[config.mk]
export PLATFORM = sky130hd
export DESIGN_NAME = ldl_load_unit
export DESIGN_NICKNAME = d
export VERILOG_FILES = /design/src/shared/ldl_pkg.sv /design/src/shared/ldl_hdr_if.sv /design/src/rtl/ldl_hdr_update.sv /design/src/rtl/ldl_load_unit.sv
export SDC_FILE = /design/constraint.sdc
export NUM_CORES = 1
export LEC_CHECK = 0
export BUFFER_PORTS_ARGS = -buffer_cell sky130_fd_sc_hd__buf_4
export CAP_MARGIN = 40
export CORE_ASPECT_RATIO = 0.5
export CORE_MARGIN = 2
export CORE_UTILIZATION = 35
export CTS_CLUSTER_DIAMETER = 120
export DETAILED_ROUTE_END_ITERATION = 8
export GPL_TIMING_DRIVEN = 0
export PLACE_DENSITY = 0.67
export SYNTH_ARGS = -nofsm -noshare
export SYNTH_HDL_FRONTEND = slang
export SYNTH_SLANG_ARGS = --single-unit
[constraint.sdc]
create_clock -name clock_i -period 3.74 [get_ports clock_i]
set_input_delay 0.187 -clock clock_i [delete_from_list [all_inputs] [get_ports clock_i]]
set_output_delay 0.187 -clock clock_i [all_outputs]
set_load 0.02 [all_outputs]
[src/shared/ldl_pkg.sv]
// ldl_pkg: opcodes, condition code layout and list header constants
package ldl_pkg;
  // opcodes of the word-load family
  localparam logic [7:0] OP_LOAD_INDEXED = 8'h58;
  localparam logic [7:0] OP_LOAD_REG = 8'h08;
  localparam logic [7:0] OP_LOAD_IMM = 8'hF8;
  localparam logic [7:0] OP_LOAD_SHORT = 8'h24;
  localparam logic [7:0] OP_LOAD_NEG = 8'h25;
  // condition code bit positions (C V G L)
  localparam int CC_C = 3;
  localparam int CC_V = 2;
  localparam int CC_G = 1;
  localparam int CC_L = 0;
  localparam logic [3:0] CC_NONE = 4'h0;
  localparam logic [3:0] CC_POS = 4'h2;
  localparam logic [3:0] CC_NEG = 4'h1;
  // list header: four halfwords, slot 0 follows directly
  localparam int HDR_HALFWORDS = 4;
  localparam logic [17:0] HDR_BYTES = 18'h0_0008;
  localparam int SLOT_SHIFT = 2;
  localparam logic [15:0] SLOT_MAX_COUNT = 16'hFFFF;
  localparam logic [15:0] SLOT_MAX_INDEX = 16'hFFFE;
  // header halfword byte offsets within the list
  localparam logic [2:0] HDR_OFF_TOTAL = 3'h0;
  localparam logic [2:0] HDR_OFF_USED = 3'h2;
  localparam logic [2:0] HDR_OFF_TOP = 3'h4;
  localparam logic [2:0] HDR_OFF_BOTTOM = 3'h6;
  localparam logic [1:0] WORD_ALIGN_MASK = 2'h3;
  typedef enum logic [1:0] {
    LDL_ADD_TOP = 2'b00,
    LDL_ADD_BOTTOM = 2'b01,
    LDL_REMOVE_TOP = 2'b11,
    LDL_REMOVE_BOTTOM = 2'b10
  } ldl_list_op_t;
endpackage

[src/shared/ldl_hdr_if.sv]
// ldl_hdr_if: list header fields between load unit and header updater
`timescale 1ns/10ps
interface ldl_hdr_if;
  ldl_pkg::ldl_list_op_t op;
  logic [15:0] total;
  logic [15:0] used;
  logic [15:0] top;
  logic [15:0] bottom;
  logic [15:0] new_used;
  logic [15:0] new_top;
  logic [15:0] new_bottom;
  logic [15:0] slot;
  logic empty;
  logic full;
  logic ok;
  modport ctl (output op, total, used, top, bottom,
    input new_used, new_top, new_bottom, slot, empty, full, ok);
  modport upd (input op, total, used, top, bottom,
    output new_used, new_top, new_bottom, slot, empty, full, ok);
endinterface

[src/rtl/ldl_hdr_update.sv]
// ldl_hdr_update: next list header values for one add or remove
`timescale 1ns/10ps
module ldl_hdr_update (
  ldl_hdr_if.upd hdr
);
  logic [15:0] last_slot;
  logic [15:0] top_inc;
  logic [15:0] top_dec;
  logic [15:0] bot_inc;
  logic [15:0] bot_dec;
  logic is_add;

  // unsigned halfword compares, slot numbers wrap at total minus one
  assign last_slot = hdr.total - 16'h0001;
  assign top_inc = (hdr.top == last_slot) ? 16'h0000 : hdr.top + 16'h0001;
  assign top_dec = (hdr.top == 16'h0000) ? last_slot : hdr.top - 16'h0001;
  assign bot_inc = (hdr.bottom == last_slot) ? 16'h0000 : hdr.bottom + 16'h0001;
  assign bot_dec = (hdr.bottom == 16'h0000) ? last_slot : hdr.bottom - 16'h0001;
  assign hdr.empty = (hdr.used == 16'h0000);
  assign hdr.full = (hdr.used == hdr.total);
  assign is_add = (hdr.op == ldl_pkg::LDL_ADD_TOP) || (hdr.op == ldl_pkg::LDL_ADD_BOTTOM);
  // zero-slot list is both empty and full, so nothing is ever allowed
  assign hdr.ok = is_add ? !hdr.full : !hdr.empty;

  always_comb begin
    hdr.new_top = hdr.top;
    hdr.new_bottom = hdr.bottom;
    hdr.slot = hdr.top;
    hdr.new_used = is_add ? hdr.used + 16'h0001 : hdr.used - 16'h0001;
    unique case (hdr.op)
      ldl_pkg::LDL_ADD_TOP: begin
        hdr.new_top = top_dec;
        hdr.slot = top_dec;
      end
      ldl_pkg::LDL_ADD_BOTTOM: begin
        hdr.new_bottom = bot_inc;
        hdr.slot = hdr.bottom;
      end
      ldl_pkg::LDL_REMOVE_TOP: begin
        hdr.new_top = top_inc;
        hdr.slot = hdr.top;
      end
      ldl_pkg::LDL_REMOVE_BOTTOM: begin
        hdr.new_bottom = bot_dec;
        hdr.slot = bot_dec;
      end
    endcase
  end
endmodule // ldl_hdr_update

[src/rtl/ldl_load_unit.sv]
// ldl_load_unit: word-load execution and circular list header bookkeeping
`timescale 1ns/10ps
// Behaviour
// - header of four halfwords, then slot zero
// - up to 65535 slots, index 0 to FFFE; slot_offset_o for slot FFFE wraps to 0
// - first halfword is total slot count
// - second halfword counts used; zero empty, total full
// - used count incremented on add, decremented remove
// - top and bottom pointers in halfwords three, four
// - accept reg-to-reg, short, indexed and immediate formats
// - word loads copy second operand to destination
// - word load flags: zero none, negative L, positive G
// - same source and destination only tests register
// - short load zero-extends four-bit field
// - short load flags: zero none, else G
// - negated short load writes two's complement
// - negated short flags: zero none, else L
module ldl_load_unit #(
  parameter int DATA_W = 32,
  parameter int REG_W = 4
) (
  input wire logic clock_i,
  input wire logic rst_i,
  // decoder side
  input wire logic instr_valid_i,
  input wire logic [7:0] opcode_i,
  input wire logic [REG_W-1:0] dest_reg_field_i,
  input wire logic [REG_W-1:0] src_reg_field_i,
  input wire logic [DATA_W-1:0] imm_operand_i,
  input wire logic [DATA_W-1:0] mem_operand_i,
  input wire logic [23:0] mem_addr_i,
  input wire logic [DATA_W-1:0] src_reg_data_i,
  // register file and condition code
  output logic reg_we_o,
  output logic [REG_W-1:0] reg_waddr_o,
  output logic [DATA_W-1:0] reg_wdata_o,
  output logic [3:0] cond_code_o,
  output logic cc_we_o,
  output logic done_o,
  output logic illegal_op_o,
  output logic misaligned_o,
  // list header bookkeeping
  input wire logic list_valid_i,
  input wire logic [1:0] list_op_i,
  input wire logic [15:0] hdr_total_i,
  input wire logic [15:0] hdr_used_i,
  input wire logic [15:0] hdr_top_i,
  input wire logic [15:0] hdr_bottom_i,
  output logic hdr_we_o,
  output logic [15:0] hdr_used_o,
  output logic [15:0] hdr_top_o,
  output logic [15:0] hdr_bottom_o,
  output logic [17:0] slot_offset_o,
  output logic list_done_o,
  output logic list_empty_o,
  output logic list_full_o,
  output logic list_refused_o
);
  logic is_word_ld;
  logic is_indexed;
  logic is_reg_to_reg;
  logic is_imm_word;
  logic is_short;
  logic is_neg;
  logic known_op;
  logic same_reg;
  logic load_fire;
  logic addr_off_word;
  logic operand_zero;
  logic operand_sign;
  logic [DATA_W-1:0] short_ext;
  logic [DATA_W-1:0] neg_ext;
  logic [DATA_W-1:0] operand;
  logic [3:0] cc_calc;
  logic [17:0] slot_bytes;
  logic [17:0] slot_off;
  // next values of the instruction outputs
  logic reg_we_next;
  logic [REG_W-1:0] reg_waddr_next;
  logic [DATA_W-1:0] reg_wdata_next;
  logic [3:0] cond_code_next;
  logic cc_we_next;
  logic done_next;
  logic illegal_op_next;
  logic misaligned_next;
  // next values of the list outputs
  logic hdr_we_next;
  logic [15:0] hdr_used_next;
  logic [15:0] hdr_top_next;
  logic [15:0] hdr_bottom_next;
  logic list_done_next;
  logic list_empty_next;
  logic list_full_next;
  logic list_refused_next;

  ldl_hdr_if hdr ();

  ldl_hdr_update ldl_hdr_update_inst (
    .hdr(hdr)
  );

  // format decode from the opcode
  assign is_indexed = (opcode_i == ldl_pkg::OP_LOAD_INDEXED);
  assign is_reg_to_reg = (opcode_i == ldl_pkg::OP_LOAD_REG);
  assign is_imm_word = (opcode_i == ldl_pkg::OP_LOAD_IMM);
  assign is_short = (opcode_i == ldl_pkg::OP_LOAD_SHORT);
  assign is_neg = (opcode_i == ldl_pkg::OP_LOAD_NEG);
  assign is_word_ld = is_indexed || is_reg_to_reg || is_imm_word;
  assign known_op = is_word_ld || is_short || is_neg;
  assign same_reg = is_reg_to_reg && (dest_reg_field_i == src_reg_field_i);
  assign load_fire = instr_valid_i && known_op;

  // short operand lives in the source field position
  assign short_ext = {{(DATA_W-REG_W){1'b0}}, src_reg_field_i};
  assign neg_ext = ~short_ext + {{(DATA_W-1){1'b0}}, 1'b1};

  assign operand = is_indexed ? mem_operand_i :
    is_reg_to_reg ? src_reg_data_i :
    is_imm_word ? imm_operand_i :
    is_neg ? neg_ext :
    short_ext;

  // sign bit alone picks L for word loads; short loads are never negative
  assign operand_zero = (operand == '0);
  assign operand_sign = operand[DATA_W-1];
  assign cc_calc = operand_zero ? ldl_pkg::CC_NONE :
    is_neg ? ldl_pkg::CC_NEG :
    is_short ? ldl_pkg::CC_POS :
    operand_sign ? ldl_pkg::CC_NEG : ldl_pkg::CC_POS;

  // a test-only load still updates flags but never writes back
  assign reg_we_next = load_fire && !same_reg;
  assign reg_waddr_next = dest_reg_field_i;
  assign reg_wdata_next = operand;
  assign cond_code_next = load_fire ? cc_calc : cond_code_o;
  assign cc_we_next = load_fire;
  assign done_next = load_fire;
  assign illegal_op_next = instr_valid_i && !known_op;
  // flagged only; alignment is the program's duty, the load still proceeds
  assign addr_off_word = (mem_addr_i[1:0] & ldl_pkg::WORD_ALIGN_MASK) != 2'b00;
  assign misaligned_next = instr_valid_i && is_indexed && addr_off_word;

  // pulses apart from write data so each flop group stays small
  always_ff @(posedge clock_i) begin
    if (rst_i) begin
      reg_we_o <= 1'b0;
      cc_we_o <= 1'b0;
      done_o <= 1'b0;
      illegal_op_o <= 1'b0;
      misaligned_o <= 1'b0;
    end else begin
      reg_we_o <= reg_we_next;
      cc_we_o <= cc_we_next;
      done_o <= done_next;
      illegal_op_o <= illegal_op_next;
      misaligned_o <= misaligned_next;
    end
  end

  always_ff @(posedge clock_i) begin
    if (rst_i) begin
      reg_waddr_o <= '0;
      reg_wdata_o <= '0;
      cond_code_o <= ldl_pkg::CC_NONE;
    end else begin
      reg_waddr_o <= reg_waddr_next;
      reg_wdata_o <= reg_wdata_next;
      cond_code_o <= cond_code_next;
    end
  end

  // list header path
  assign hdr.op = ldl_pkg::ldl_list_op_t'(list_op_i);
  assign hdr.total = hdr_total_i;
  assign hdr.used = hdr_used_i;
  assign hdr.top = hdr_top_i;
  assign hdr.bottom = hdr_bottom_i;
  // slot n below FFFE sits right after the header, one fullword each; FFFE wraps to offset 0
  assign slot_bytes = {2'b00, hdr.slot} << ldl_pkg::SLOT_SHIFT;
  assign slot_off = ldl_pkg::HDR_BYTES + slot_bytes;

  // refused requests echo the presented header, so a blind write-back is harmless
  assign hdr_we_next = list_valid_i && hdr.ok;
  assign hdr_used_next = hdr.ok ? hdr.new_used : hdr_used_i;
  assign hdr_top_next = hdr.ok ? hdr.new_top : hdr_top_i;
  assign hdr_bottom_next = hdr.ok ? hdr.new_bottom : hdr_bottom_i;
  assign list_done_next = list_valid_i;
  assign list_empty_next = hdr.empty;
  assign list_full_next = hdr.full;
  assign list_refused_next = list_valid_i && !hdr.ok;

  always_ff @(posedge clock_i) begin
    if (rst_i) begin
      hdr_we_o <= 1'b0;
      list_done_o <= 1'b0;
      list_empty_o <= 1'b0;
      list_full_o <= 1'b0;
      list_refused_o <= 1'b0;
    end else begin
      hdr_we_o <= hdr_we_next;
      list_done_o <= list_done_next;
      list_empty_o <= list_empty_next;
      list_full_o <= list_full_next;
      list_refused_o <= list_refused_next;
    end
  end

  always_ff @(posedge clock_i) begin
    if (rst_i) begin
      hdr_used_o <= '0;
      hdr_top_o <= '0;
      hdr_bottom_o <= '0;
      slot_offset_o <= '0;
    end else begin
      hdr_used_o <= hdr_used_next;
      hdr_top_o <= hdr_top_next;
      hdr_bottom_o <= hdr_bottom_next;
      slot_offset_o <= slot_off;
    end
  end
endmodule // ldl_load_unit

==> metrics.txt <==
outcome completed; largest net degree at the start of global routing 20; Clock Tree Root clkbuf_16; layout cells sized above 1 26.2%; commonest cells after routing, fill and taps aside 289 x buf_4, 111 x dfxtp_1, 89 x nor2_1; ANT nets after route 0; Cell Area, Synth roughly 9200 µm²; Worst Path Arrival ~4 ns; Setup TNS Final 0 ns; hold_sp dest_reg_field_i[1]; Setup CP Type in -> reg; Boundary Pins 322; Slew @ Worst Pin about 0.97 ns; mux contribution to synthesized area 3.04%; worst hold slack around 0.048 ns; Die X-Extent ~230 µm; Layout Nets 1695; TritonCTS Buffers 9; global-route wire length before repair roughly 66000 µm; hpwl dp approximately 37000 µm; MaxCap Viol Count 0; peak supply drop 0.000218 V; Compound-Gate Fraction of Synth Area 27.1%; # clock sinks 111; clk_lat worst skew about 0.37 ns; Slew HR approximately a third; Slowest-stage cell, CP or4_1; Primary FF master, synth dfxtp_1; post-DR wirelength/cell about 25 µm; sequential area share after synthesis between 20 and 25%; via count 11.0k; Place WS -1.02 ns; Post-Synth Adder-Cell Area just under 4%; grt ovf 0; Area Overhead vs Synth 32.8%; LEAKAGE approximately 5 nW; clk_skew 0 ns; hold_buf cts 0; final hold vios 0; Post-Synthesis Cells 1162; flop and latch count out of synthesis between 100 and 150; IO Port Bufs between 200 and 300; CTS HTree Levels 3; RSZ-0062 raised after global routing false; Hold Path End reg_waddr_o[1]; die area 27800 µm²; initial antenna violation count 2; Hold Path Depth 2; row count a little over 40; synthesis warning total 0; routed wire length around 46000 µm; die height approximately 120 µm; Worst Path Max Fanout 10; vias in the first global route ~10k; post-layout util between 40% and 50%; EDFF count, synth 0; Post-synth ARST share 0%; Pre-Repair DR Iteration Count 6; drc violations 0; mean area per synthesized cell between 7 and 8 µm²; Pins Over Slew Limit 0; FF-to-FF path depth 2; period utilization 96.9%; critical path launch point type input port; core area roughly 26000 µm²; commonest non-fill, non-tap cell in the layout buf_4; GRT Util Overall 31.9%; simple-gate share of the synthesized area 25.5%; CP Data Required Time between 4 and 5 ns; P per Cell Area ~300 nW/µm²; Final min period between 3 and 4 ns; Top delay family on crit path compound AO/OA/AOI/OAI gates; Worst Hold Class in -> reg; TritonCTS clock tree done; Setup Viol. Count Final 0; XOR/XNOR share of the synthesized area 10.3%; FF-to-FF End cond_code_o[1]; largest stage delay on the critical path approximately 0.55 ns; R2R setup slack just under 3 ns; largest family of logic cells by synthesized area compound AO/OA/AOI/OAI gates; Peak Freq around 280 MHz; worst setup margin 0.115 ns; CTS max path bufs 2; reg-to-reg startpoint cond_code_o[1]; DR iter-0 viols roughly 1.3k; Via density just over 6; crit-path cells clkbuf_2, inv_1, ha_1, xor2_2, mux2_2, o221ai_1, inv_1, ha_2, o221ai_1, a2111oi_4, nand4_4, or4_1, a21oi_1; CP Capture Type flip-flop; initial core utilization about 36%; Reg clk slew, reported paths about 0.080 ns; global placer's final weighted congestion 0.994; WP buf/inv 3; Yosys cell types between 90 and 100
[cell type report]
class | instances | area [µm²]
diodes | 3 | 7.51
plain buffers | 95 | 400
clock buffers | 10 | 239
clock inverters | 6 | 75.1
fillers | 2504 | 13300
inverters | 42 | 158
multi-input cells | 914 | 6570
flip-flops and latches | 111 | 2220
well taps | 344 | 430
repair buffers | 288 | 2160
[metal layers]
layer  GRT usage, %  wire length [µm]  share of wire (%)
met1           44.4             19600                 43
met2           48.7             20000                 44
met3           6.52              4480                9.8
met4           11.0              1430                3.1
met5              0                 0                  0
[through the flow]
step                std cells  instance area (µm²)  power (mW)
finish                   1813                12300        3.63
global route             1812                12300        3.78
CTS                      1810                12200        3.61
detailed placement       1792                11800        2.55
global placement         1786                11700        2.53
floorplan                1165                 9240        2.00
[cell families (layout without fill, tap and decap cells)]
kind of cell,count (synthesis),after routing
adder cells (fa/ha/maj),28,28
other,1,7
flip-flops,111,111
AND/OR/NAND/NOR,432,432
buffers and inverters,140,441
XOR/XNOR,90,90
multiplexers,27,27
AO/OA/AOI/OAI,333,333
[flip-flops by register name, summed over array words and instances, names as in the netlist]
name            count
list_empty_o        1
slot_offset_o      16
cond_code_o         2
list_done_o         1
hdr_top_o          16
hdr_bottom_o       16
reg_we_o            1
hdr_we_o            1
done_o              1
illegal_op_o        1
misaligned_o        1
reg_wdata_o        32
list_full_o         1
list_refused_o      1
hdr_used_o         16
reg_waddr_o         4
[cell usage after synthesis, drive strengths merged, types with 6 or more instances]
library cell | instances | area share (%)
a32o | 10 | 1.1
and2 | 12 | 0.81
ha | 27 | 3.7
and3 | 17 | 1.2
o211ai | 14 | 1.1
o221ai | 6 | 0.57
nor2 | 90 | 3.7
o31ai | 11 | 1.2
nand3 | 36 | 2.0
or2 | 13 | 0.91
o22ai | 18 | 1.2
a22o | 21 | 2.0
xnor2 | 34 | 3.2
or3 | 20 | 1.4
buf | 21 | 1.2
o2bb2ai | 7 | 0.66
nor3b | 6 | 0.54
a221oi | 15 | 1.4
nor2b | 13 | 0.88
a22oi | 14 | 1.1
a21o | 10 | 0.81
o21ai | 48 | 2.6
nand2b | 10 | 0.68
nor4 | 40 | 3.2
o31a | 14 | 1.3
nand2 | 79 | 3.2
mux2i | 19 | 2.1
xor2 | 44 | 4.2
o221a | 9 | 1.1
clkbuf | 77 | 3.1
inv | 39 | 1.6
nor3 | 36 | 2.0
a21oi | 61 | 3.3
nand4 | 26 | 1.9
or4 | 14 | 1.1
xnor3 | 12 | 2.9
dfxtp | 111 | 24
mux2 | 8 | 0.98
[worst register-to-register path: stages, from the launching register on]
cell,delay [ns]
dfxtp_1,0.32
a22o_1,0.21
a21o_1,0.15
[worst max-delay path by stage]
stage	startpoint	to	slack, ns	cells after the start
after floorplan	hdr_total_i[0]	hdr_bottom_o[0]	0.17	13
after global placement	hdr_total_i[0]	slot_offset_o[17]	-1.02	13
after detailed placement	hdr_total_i[0]	slot_offset_o[17]	-1.02	13
after CTS	hdr_bottom_i[12]	slot_offset_o[17]	0.02	12
after global routing	hdr_total_i[0]	hdr_top_o[4]	0.01	14
final	hdr_total_i[0]	slot_offset_o[17]	0.11	13
[report_power, final]
group / internal [mW] / leakage, nW / switching, mW
clock: 0.553 / 0.157 / 0.508
sequential: 1.26 / 0.913 / 0.0228
combinational: 0.519 / 4.07 / 0.767
total: 2.33 / 5.14 / 1.30
[timing repair]
item | CTS | global route
setup buffers | 5 | 0
setup endpoints to repair | 35 | 21
resized for setup | 12 | 15
pin swaps | 3 | 1
Power figures use the tool's default switching activity.
